`src/shared/aicd_pkg.sv`:
```
/*
  Shared constants and types for the audio input capture and downsampler block.
  Assumes a single 125 MHz system clock and the plain register port of the top module.
*/
package aicd_pkg;
  // geometry
  localparam int I2S_LINES = 4;
  localparam int CHANNELS = 8;
  localparam int WORD_BITS = 24;
  localparam int DSD_PACKET_BITS = 56;
  localparam int PIN_COUNT = 10;
  localparam int CNT_W = 8;

  // timing: one-bit audio clock made by the source
  localparam int SYS_CLK_HZ = 125_000_000;
  localparam int DSD_CLK_HZ = 2_882_000;
  localparam int DSD_FS_MULT = 64;
  localparam int DSD_CLK_CYCLES = SYS_CLK_HZ / DSD_CLK_HZ;

  // register map (byte addresses)
  localparam logic [7:0] ADDR_CTRL = 8'h00;
  localparam logic [7:0] ADDR_CSIN = 8'h04;
  localparam logic [7:0] ADDR_STATUS = 8'h08;
  localparam logic [7:0] ADDR_MDIV = 8'h0C;

  // reset values
  localparam logic [15:0] CTRL_RESET = 16'h0000;
  localparam logic [3:0] CSIN_RESET = 4'h0;
  localparam logic [7:0] MDIV_RESET = 8'h05;

  // forced word length pattern for channel-status bits 35..33
  localparam logic [2:0] CS_FORCED_LEN = 3'h5;

  typedef enum logic [1:0] {
    MODE_I2S = 2'h0,
    MODE_HBR = 2'h1,
    MODE_DSD = 2'h2,
    MODE_SPDIF = 2'h3
  } aicd_mode_type;

  typedef enum logic [3:0] {
    RATE_32 = 4'h0, RATE_44 = 4'h1, RATE_48 = 4'h2, RATE_64 = 4'h3, RATE_88 = 4'h4,
    RATE_96 = 4'h5, RATE_128 = 4'h6, RATE_176 = 4'h7, RATE_192 = 4'h8
  } aicd_rate_type;

  typedef enum logic [2:0] {
    RATIO_128 = 3'h0, RATIO_192 = 3'h1, RATIO_256 = 3'h2, RATIO_384 = 3'h3,
    RATIO_512 = 3'h4, RATIO_768 = 3'h5, RATIO_1024 = 3'h6, RATIO_1152 = 3'h7
  } aicd_ratio_type;

  typedef enum logic [1:0] {
    DECIM_NONE = 2'h0,
    DECIM_HALF = 2'h1,
    DECIM_QUARTER = 2'h2
  } aicd_decim_type;

  // control register layout, msb first
  typedef struct packed {
    logic [2:0] spare;
    aicd_rate_type rate;
    aicd_ratio_type ratio;
    logic mclkExt;
    aicd_mode_type mode;
    aicd_decim_type decim;
    logic dsEn;
  } aicd_ctrl_type;

  // one captured audio word
  typedef struct packed {
    logic hbr;
    logic [2:0] chan;
    logic [WORD_BITS-1:0] data;
  } aicd_sample_type;
endpackage

```
`src/rtl/aicd_pin_sync.sv`:
```
/*
  Two-stage synchroniser with rising-edge detect for a group of pins.
  Assumes the pins are asynchronous to clk; edges are found after the second stage only.
*/
`timescale 1ns/100ps
`default_nettype none
module aicd_pin_sync #(
  parameter int W = 1
) (
  // clock and reset
  input wire logic clk,
  input wire logic rst,
  // pins
  input wire logic [W-1:0] pinIn,
  // synchronised view
  output logic [W-1:0] level,
  output logic [W-1:0] rise
);
  logic [W-1:0] meta_r;
  logic [W-1:0] sync_r;
  logic [W-1:0] last_r;

  always_ff @(posedge clk) begin
    if (rst) begin
      meta_r <= '0;
      sync_r <= '0;
      last_r <= '0;
    end else begin
      meta_r <= pinIn;
      sync_r <= meta_r;
      last_r <= sync_r;
    end
  end

  assign level = sync_r;
  assign rise = sync_r & ~last_r;
endmodule
`default_nettype wire

```
`src/rtl/aicd_dsd_packer.sv`:
```
/*
  Packs eight one-bit audio channels into 56-bit packets, one per channel FIFO.
  Assumes bitRise marks a synchronised rising edge of the one-bit audio clock.
*/
`timescale 1ns/100ps
`default_nettype none
module aicd_dsd_packer
  import aicd_pkg::*;
(
  // clock and reset
  input wire logic clk,
  input wire logic rst,
  // bit stream
  input wire logic enable,
  input wire logic bitRise,
  input wire logic [CHANNELS-1:0] bits,
  // packets
  output logic [CHANNELS-1:0] wr_r,
  output logic [CHANNELS-1:0][DSD_PACKET_BITS-1:0] data_r
);
  logic [5:0] bitCnt_r;
  logic lastBit;

  assign lastBit = bitCnt_r == 6'(DSD_PACKET_BITS - 1);

  always_ff @(posedge clk) begin
    if (rst || !enable) begin
      bitCnt_r <= '0;
    end else if (bitRise) begin
      bitCnt_r <= lastBit ? '0 : bitCnt_r + 6'h01;
    end
  end

  for (genvar c = 0; c < CHANNELS; c++) begin : gChan
    logic [DSD_PACKET_BITS-2:0] shift_r;
    always_ff @(posedge clk) begin
      if (rst) begin
        shift_r <= '0;
        data_r[c] <= '0;
        wr_r[c] <= 1'b0;
      end else begin
        wr_r[c] <= 1'b0;
        if (enable && bitRise) begin
          shift_r <= {shift_r[DSD_PACKET_BITS-3:0], bits[c]};
          if (lastBit) begin
            data_r[c] <= {shift_r, bits[c]};
            wr_r[c] <= 1'b1;
          end
        end
      end
    end
  end
endmodule
`default_nettype wire

```
`src/rtl/aicd_capture.sv`:
```
/*
  Audio input capture: I2S (PCM and high bit rate), one-bit audio packing, two-channel
  downsampler with channel-status word-length rewrite, and master audio clock selection.
  Assumes a 125 MHz mclk, pins asynchronous to it, and a one-cycle register port.
*/
// Overview of operation
// - four I2S data lines share bit clock and word select, eight PCM channels
// - the same I2S lines also carry split high bit-rate compressed streams
// - two-channel PCM may be decimated by two or four under register control
// - one-bit mode uses nine pins, eight channels, seven shared with I2S/S/PDIF
// - one-bit data sampled on clock rise, packed to 56 bits, one FIFO each
// - one-bit sampling info goes in the infoframe, not the channel status
// - internal master clock generator, external master clock usable when selected
// - accepted rates: 32, 44.1, 48, 64, 88.2, 96, 128, 176.4, 192 kHz
// - 64 and 128 kHz I2S PCM audio is decimated to 32 kHz before the link
// - master clock ratio 128..1152 fs; 512/768 up to 96k, 1024/1152 up to 48k
// - downsampler converts only 192/176.4 to 48/44.1 and 96/88.2 to 48/44.1
// - with downsampler on, word length reports the maximum for the max setting
// - with downsampler on, channel-status bits 35..33 are forced to 101
// - widened samples get zero low bits, audio value unchanged
// - bit 32 picks 20 or 24 bit maximum; bits 35..33 give the word length
// - an active-low asynchronous chip reset clears the whole capture logic
`timescale 1ns/100ps
`default_nettype none
module aicd_capture
  import aicd_pkg::*;
(
  // clock and resets
  input wire logic mclk,
  input wire logic sys_rst,
  input wire logic chipRstN,
  // register port
  input wire logic [7:0] regAddr,
  input wire logic [31:0] regWrData,
  input wire logic regWr,
  input wire logic regRd,
  output logic [31:0] regRdData_r,
  // audio pins
  input wire logic extMclkIn,
  input wire logic bitClkIn,
  input wire logic wordSelIn,
  input wire logic [I2S_LINES-1:0] serDataIn,
  input wire logic spdifIn,
  input wire logic dsdRight3In,
  input wire logic dsdLeft3In,
  // captured PCM and high bit-rate words
  output aicd_sample_type sample_r,
  output logic sampleValid_r,
  // one-bit audio packets
  output logic [CHANNELS-1:0] dsdWrite_r,
  output logic [CHANNELS-1:0][DSD_PACKET_BITS-1:0] dsdData_r,
  // channel status and infoframe fields
  output logic [3:0] csWordOut_r,
  output logic [3:0] csRateCode_r,
  output logic [3:0] infoRateCode_r,
  // master audio clock
  output logic mclkOut_r
);
  // chip reset: synchronised, so the release never races the clock
  logic chipMeta_r;
  logic chipSync_r;
  logic rst;

  always_ff @(posedge mclk) begin
    if (sys_rst) begin
      chipMeta_r <= 1'b1;
      chipSync_r <= 1'b1;
    end else begin
      chipMeta_r <= ~chipRstN;
      chipSync_r <= chipMeta_r;
    end
  end
  assign rst = sys_rst | chipSync_r;

  // pins
  logic [PIN_COUNT-1:0] pinLvl;
  logic [PIN_COUNT-1:0] pinRise;

  aicd_pin_sync #(.W(PIN_COUNT)) uPins (
    .clk(mclk),
    .rst(rst),
    .pinIn({dsdLeft3In, dsdRight3In, spdifIn, serDataIn, wordSelIn, bitClkIn, extMclkIn}),
    .level(pinLvl),
    .rise(pinRise)
  );

  logic mclkExtLvl;
  logic sckRise;
  logic wsLvl;
  logic [I2S_LINES-1:0] sdLvl;
  assign mclkExtLvl = pinLvl[0];
  assign sckRise = pinRise[1];
  assign wsLvl = pinLvl[2];
  assign sdLvl = pinLvl[6:3];

  // registers
  aicd_ctrl_type ctrl_r;
  logic [3:0] csIn_r;
  logic [7:0] mdiv_r;

  always_ff @(posedge mclk) begin
    if (rst) begin
      ctrl_r <= aicd_ctrl_type'(CTRL_RESET);
      csIn_r <= CSIN_RESET;
      mdiv_r <= MDIV_RESET;
    end else if (regWr) begin
      if (regAddr == ADDR_CTRL) begin
        ctrl_r <= aicd_ctrl_type'(regWrData[15:0]);
      end else if (regAddr == ADDR_CSIN) begin
        csIn_r <= regWrData[3:0];
      end else if (regAddr == ADDR_MDIV) begin
        mdiv_r <= regWrData[7:0];
      end
    end
  end

  // log2 of the decimation factor actually applied
  function automatic logic [1:0] decim_shift(input aicd_ctrl_type c);
    if (c.mode != MODE_I2S) return 2'h0;
    if (c.rate == RATE_64) return 2'h1;
    if (c.rate == RATE_128) return 2'h2;
    if (!c.dsEn) return 2'h0;
    if ((c.rate == RATE_96 || c.rate == RATE_88) && c.decim == DECIM_HALF) return 2'h1;
    if ((c.rate == RATE_192 || c.rate == RATE_176) && c.decim == DECIM_QUARTER) return 2'h2;
    return 2'h0;
  endfunction

  // master clock ratio against sample rate
  function automatic logic ratio_ok(input aicd_ctrl_type c);
    logic fastRate;
    logic midRate;
    fastRate = c.rate == RATE_176 || c.rate == RATE_192 || c.rate == RATE_128;
    midRate = c.rate == RATE_88 || c.rate == RATE_96 || c.rate == RATE_64;
    if (c.rate > RATE_192) return 1'b0;
    if (c.ratio == RATIO_512 || c.ratio == RATIO_768) return !fastRate;
    if (c.ratio == RATIO_1024 || c.ratio == RATIO_1152) return !fastRate && !midRate;
    return 1'b1;
  endfunction

  // valid bits in a 24-bit left-justified word; 0 keeps all bits
  function automatic logic [4:0] word_len(input logic [3:0] cs);
    logic [4:0] base;
    base = cs[0] ? 5'h14 : 5'h10;
    case (cs[3:1])
      3'h1: return base;
      3'h6: return base + 5'h01;
      3'h2: return base + 5'h02;
      3'h4: return base + 5'h03;
      3'h5: return base + 5'h04;
      default: return 5'h00;
    endcase
  endfunction

  logic [1:0] dShift;
  logic dsActive;
  logic twoChan;
  logic decimErr;
  logic [4:0] srcLen;
  logic [WORD_BITS-1:0] keepMask;

  assign dShift = decim_shift(ctrl_r);
  assign dsActive = dShift != 2'h0;
  assign twoChan = dsActive;
  assign decimErr = ctrl_r.dsEn && !dsActive;
  assign srcLen = word_len(csIn_r);
  // keep the source's valid bits, zero below them
  assign keepMask = (!dsActive || srcLen == 5'h00) ? '1 : ~({WORD_BITS{1'b1}} >> srcLen);

  // I2S capture, one shift register per line
  logic wsPrev_r;
  logic wordEnd;
  logic frameSide_r;
  logic [1:0] decimCnt_r;
  logic keepFrame;
  logic [I2S_LINES-1:0] pend_r;
  logic [I2S_LINES-1:0] pendSet;
  logic [I2S_LINES-1:0] pendClr;
  logic [I2S_LINES-1:0][WORD_BITS-1:0] hold_r;
  logic [CNT_W-1:0] frameCnt_r;
  logic i2sOn;

  assign i2sOn = ctrl_r.mode == MODE_I2S || ctrl_r.mode == MODE_HBR;
  assign wordEnd = i2sOn && sckRise && (wsLvl != wsPrev_r);
  assign keepFrame = (decimCnt_r & ((2'h1 << dShift) - 2'h1)) == 2'h0;

  for (genvar i = 0; i < I2S_LINES; i++) begin : gLine
    logic [WORD_BITS-2:0] shift_r;
    always_ff @(posedge mclk) begin
      if (rst) begin
        shift_r <= '0;
        hold_r[i] <= '0;
      end else if (i2sOn && sckRise) begin
        shift_r <= {shift_r[WORD_BITS-3:0], sdLvl[i]};
        if (wordEnd) begin
          hold_r[i] <= {shift_r, sdLvl[i]};
        end
      end
    end
    // only line 0 carries the two-channel stream while decimating
    assign pendSet[i] = wordEnd && keepFrame && (!twoChan || i == 0);
  end

  always_ff @(posedge mclk) begin
    if (rst) begin
      wsPrev_r <= 1'b0;
      frameSide_r <= 1'b0;
      decimCnt_r <= '0;
      frameCnt_r <= '0;
    end else if (i2sOn && sckRise) begin
      wsPrev_r <= wsLvl;
      if (wordEnd) begin
        frameSide_r <= wsPrev_r;
        frameCnt_r <= frameCnt_r + 8'h01;
        if (wsPrev_r) begin
          decimCnt_r <= decimCnt_r + 2'h1;
        end
      end
    end
  end

  // emit one held word per cycle, lowest line first
  logic [1:0] pickLine;
  always_comb begin
    pickLine = 2'h0;
    pendClr = '0;
    for (int k = I2S_LINES - 1; k >= 0; k--) begin
      if (pend_r[k]) begin
        pickLine = 2'(k);
      end
    end
    if (pend_r != '0) begin
      pendClr[pickLine] = 1'b1;
    end
  end

  always_ff @(posedge mclk) begin
    if (rst) begin
      pend_r <= '0;
      sample_r <= '0;
      sampleValid_r <= 1'b0;
    end else begin
      // a new word wins over the clear of the same slot
      pend_r <= (pend_r & ~pendClr) | pendSet;
      sampleValid_r <= pend_r != '0;
      if (pend_r != '0) begin
        sample_r.hbr <= ctrl_r.mode == MODE_HBR;
        sample_r.chan <= {pickLine, frameSide_r};
        sample_r.data <= hold_r[pickLine] & keepMask;
      end
    end
  end

  // one-bit audio: pins reused as left and right data
  logic dsdOn;
  logic [CHANNELS-1:0] dsdBits;
  logic [CHANNELS-1:0] packWr;
  logic [CHANNELS-1:0][DSD_PACKET_BITS-1:0] packData;

  assign dsdOn = ctrl_r.mode == MODE_DSD;
  // even channels left, odd channels right
  assign dsdBits = {pinLvl[8], pinLvl[9], pinLvl[6], pinLvl[7], pinLvl[4], pinLvl[5], pinLvl[2], pinLvl[3]};

  aicd_dsd_packer uPack (
    .clk(mclk),
    .rst(rst),
    .enable(dsdOn),
    .bitRise(sckRise),
    .bits(dsdBits),
    .wr_r(packWr),
    .data_r(packData)
  );

  always_ff @(posedge mclk) begin
    if (rst) begin
      dsdWrite_r <= '0;
      dsdData_r <= '0;
    end else begin
      dsdWrite_r <= packWr;
      if (packWr != '0) begin
        dsdData_r <= packData;
      end
    end
  end

  // channel status and infoframe fields
  always_ff @(posedge mclk) begin
    if (rst) begin
      csWordOut_r <= '0;
      csRateCode_r <= '0;
      infoRateCode_r <= '0;
    end else begin
      if (dsActive) begin
        csWordOut_r <= {CS_FORCED_LEN, csIn_r[0]};
      end else begin
        csWordOut_r <= csIn_r;
      end
      csRateCode_r <= dsdOn ? 4'h0 : ctrl_r.rate;
      infoRateCode_r <= dsdOn ? ctrl_r.rate : 4'h0;
    end
  end

  // master clock: divided system clock unless an external one is selected
  logic [7:0] mdivCnt_r;
  always_ff @(posedge mclk) begin
    if (rst) begin
      mdivCnt_r <= '0;
      mclkOut_r <= 1'b0;
    end else if (ctrl_r.mclkExt) begin
      mdivCnt_r <= '0;
      mclkOut_r <= mclkExtLvl;
    end else if (mdivCnt_r >= mdiv_r) begin
      mdivCnt_r <= '0;
      mclkOut_r <= ~mclkOut_r;
    end else begin
      mdivCnt_r <= mdivCnt_r + 8'h01;
    end
  end

  // register read, data in the following cycle
  always_ff @(posedge mclk) begin
    if (rst) begin
      regRdData_r <= '0;
    end else if (regRd) begin
      if (regAddr == ADDR_CTRL) begin
        regRdData_r <= {16'h0000, ctrl_r};
      end else if (regAddr == ADDR_CSIN) begin
        regRdData_r <= {28'h0000000, csIn_r};
      end else if (regAddr == ADDR_STATUS) begin
        regRdData_r <= {17'h00000, !ratio_ok(ctrl_r), decimErr, dsActive, csWordOut_r, frameCnt_r};
      end else if (regAddr == ADDR_MDIV) begin
        regRdData_r <= {24'h000000, mdiv_r};
      end else begin
        regRdData_r <= '0;
      end
    end else begin
      regRdData_r <= '0;
    end
  end
endmodule
`default_nettype wire

```
`config.mk`:
```
export PLATFORM = sky130hd
export DESIGN_NAME = aicd_capture
export DESIGN_NICKNAME = d
export VERILOG_FILES = /design/src/shared/aicd_pkg.sv /design/src/rtl/aicd_pin_sync.sv /design/src/rtl/aicd_dsd_packer.sv /design/src/rtl/aicd_capture.sv
export SDC_FILE = /design/constraint.sdc
export NUM_CORES = 2
export LEC_CHECK = 0
export BUFFER_PORTS_ARGS = -buffer_cell sky130_fd_sc_hd__buf_2
export CAP_MARGIN = 20
export CORE_MARGIN = 8
export CORE_UTILIZATION = 50
export CTS_BUF_LIST = sky130_fd_sc_hd__clkbuf_16
export DETAILED_ROUTE_END_ITERATION = 8
export PLACE_DENSITY = 0.69
export SLEW_MARGIN = 10
export SYNTH_ARGS = -nofsm -noshare
export SYNTH_HDL_FRONTEND = slang
export SYNTH_SLANG_ARGS = --single-unit
```
`constraint.sdc`:
```
create_clock -name mclk -period 4.7 [get_ports mclk]
set_input_delay 0.705 -clock mclk [delete_from_list [all_inputs] [get_ports mclk]]
set_output_delay 0.705 -clock mclk [all_outputs]
set_load 0.01 [all_outputs]
```
==> results.yml <==
synthesis:
  synthFlopType: "dfxtp_1"
  netlist_top_cells_area: "dfxtp_1 58%, nand2_1 10%, mux2i_1 8.5%"
  synthTopCellsByCount: "1,665 x dfxtp_1, 1,520 x nand2_1, 792 x a21oi_1, 571 x nor2_1, 485 x mux2i_1"
  netlist_area_um2: 57300
  yosysMostFrequentCell: "dfxtp_1"
  syn_avg_cell_area_um2: 9.29
  synth_edf_count: 0
  synthArstFlopShare_pct: 0
  synth_top_cell_area_share_pct: 58.2
  seq_area_frac_synth_pct: 58.2
  ys_ff_latch: 1665
  synth_top_area_cell: "dfxtp_1"
  synth.yosys.warnings: 0
  ys_types: 60
  syn-instance-count: 6169
routing:
  wirelength_um: 140000
  vias_per_cell: 5.26
  wl_per_cell_um: 17.3
  ant_nets: 0
  drtIter0Drc: 3362
  first_pass_iters: 9
  vias: 42600
  drcViolationCount: 0
global_routing:
  grt_pass1_wl_um: 222000
  grt-ovfl-total: 0
  grt_max_degree: 241
  grt_pass1_vias: 40100
  antenna_found_initial: 3
  grt_usage_pct: 21.2
critical_path:
  crit_path_start_kind: "flip-flop"
  arrival_ns: 3.74
  required_ns: 5.28
  crit_chain: "nor2b_1 -> nand2_4 -> buf_12 -> nand2_1 -> a21oi_1"
  slowest_stage: "nor2b_1"
  critPathKind: "flip-flop to flip-flop"
  end_kind: "flip-flop"
  max_stage_delay_ns: 0.69
  critical_path_peak_fanout: 198
job:
  maxCapViolations: 0
die:
  rows: 124
  pin_count: 585
  die-area_um2: 126000
  die_y_um: 355
  initial_core_util_pct: 50.2
  coreArea_um2: 114000
  die_width_um: 355
sta:
  period_needed_ns: 3.16
  hold_viol_final: 0
  skew_ns: 0.0342
  rsz0062_at_grt: "false"
  setup_tns_ns: 0
  worstMarginPinSlew_ns: 1.21
  fin_crit_sh_pct: 67.2
  setup_viol: 0
  max_freq_mhz: 316
  slew_viol_final: 0
  max-slew-margin-rel_pct: 19.2
clock_network:
  cts_inserted_buffers: 162
  cts_tree: "done"
  clk_latency_ns: 0.76
  cts-resized-gates: 0
  path_clk_slew_ns: 0.06
  clockRootBuffer: "clkbuf_16"
  cts_htree_levels: 4
  postCtsSetupBuffers: 0
  clkSinkCount: 1665
  holdBufCountCts: 0
  cts_max_path_buffers: 3
placement:
  dp_cells: 7808
  io_buffer_count: 552
  gp_congestion: 0.788
  hpwl_um: 86600
  post_dp_cell_area_um2: 60600
final_layout:
  diodes: 0
  final_area_um2: 65700
  multi_input_area_um2: 21700
  area_growth_pct: 14.6
  fill_cells: 10100
  nets: 6530
  drive_above_1_share_pct: 13.0
  final_cells: 8101
  ff_latch_area_um2: 33300
  final_core_util_pct: 57.6
min_path:
  hp-class: "primary input to flip-flop"
power_and_ir_drop:
  p_leak_nw: 22.7
  p_per_area_nw_per_um2: 406
  ir_drop_mv: 0.325
outcome:
  outcome: "complete, no violations"
[critical path: cells and delay by family, from the launching register on]
kind / cells / cell delay (ns)
AO/OA/AOI/OAI: 1 / 0.08
buffers and inverters: 1 / 0.47
flip-flops: 1 / 0.57
AND/OR/NAND/NOR: 3 / 1.56
[state kept, by name, summed over array words and instances, names as in the netlist, 6 cells and up]
register and count:
gLine.shift_r 92, uPack.data_r 448, frameCnt_r 8, ctrl_r 16
uPack.gChan.shift_r 440, regRdData_r 16, uPins.level 10, hold_r 96
uPins.meta_r 10, sample_r 28, dsdData_r 448, mdivCnt_r 8
uPack.bitCnt_r 6, mdiv_r 8
[stage by stage]
stage / hold slack [ns] / setup WS, ns / power (mW)
detailed placement: 0.401 / 1.68 / 14.6
floorplan: 0.389 / 2.68 / 14.6
global route: 0.0927 / 1.50 / 27.5
finish: 0.124 / 1.54 / 26.6
CTS: 0.0537 / 1.64 / 26.9
global placement: 0.402 / 1.73 / 14.6
[placed cells by master (no fill, tap or decap), drive strengths merged, types with 7 or more instances in the layout]
cell type,synthesis,layout
conb,1,16
and3,14,14
inv,32,75
clkbuf,279,169
nand2,1530,1530
mux2i,485,485
nand4,7,7
and2,23,23
nand3,18,18
nor2,575,575
a22oi,11,11
o21ai,15,15
clkinv,0,69
a211oi,8,8
ha,14,14
dfxtp,1665,1665
o221ai,20,20
bufinv,0,9
a21oi,798,798
xnor2,8,8
nor3,14,14
xor2,14,14
nor3b,19,19
buf,217,609
nand2b,9,9
a22o,324,324
a2bb2oi,16,16
[power by group]
part | leakage [nW] | switching, mW | internal (mW)
registers | 13.4 | 0.00144 | 14.1
logic | 6.63 | 0.142 | 0.0262
clock network | 2.62 | 5.36 | 6.99
[per-layer routing]
| metal | global-route usage [%] | up-vias | share of wire (%) |
|---|---|---|---|
| met5 | 0 | - | 0 |
| met4 | 6.73 | 0 | 2.7 |
| met3 | 4.03 | 217 | 5.3 |
| met2 | 35.5 | 942 | 48 |
| met1 | 27.6 | 20300 | 44 |
| li1 | - | 21200 | - |
[layout make-up]
cell class / instances / area share [%]
clock inverter: 123 / 1.28
multi-input combinational: 3991 / 33.1
clock buffer: 169 / 6.44
tap: 1512 / 2.88
timing repair buffer: 609 / 5.34
inverter: 32 / 0.183
sequential: 1665 / 50.8
[worst paths after layout]
| path | startpoint | to | slack [ns] | cells after the start |
|---|---|---|---|---|
| hold / removal | chipRstN | chipMeta_r | 0.12 | 2 |
| setup / recovery | ctrl_r[4] | uPack.gChan[4].shift_r[10] | 1.54 | 5 |
| hold reg to reg | uPins.meta_r[4] | uPins.level[4] | 0.42 | 1 |
| setup reg to reg | ctrl_r[4] | uPack.gChan[4].shift_r[10] | 1.54 | 5 |
[cells by family after synthesis]
group | after synthesis | share of synthesized area [%]
AND/OR/NAND/NOR | 2235 | 15.3
flip-flops | 1665 | 58.2
AO/OA/AOI/OAI | 1213 | 13.2
buffers and inverters | 528 | 4.06
multiplexers | 491 | 8.59
XOR/XNOR | 22 | 0.336
adder cells (fa/ha/maj) | 14 | 0.306
other | 1 | 0.00654
(Power assumes the default switching activity.)
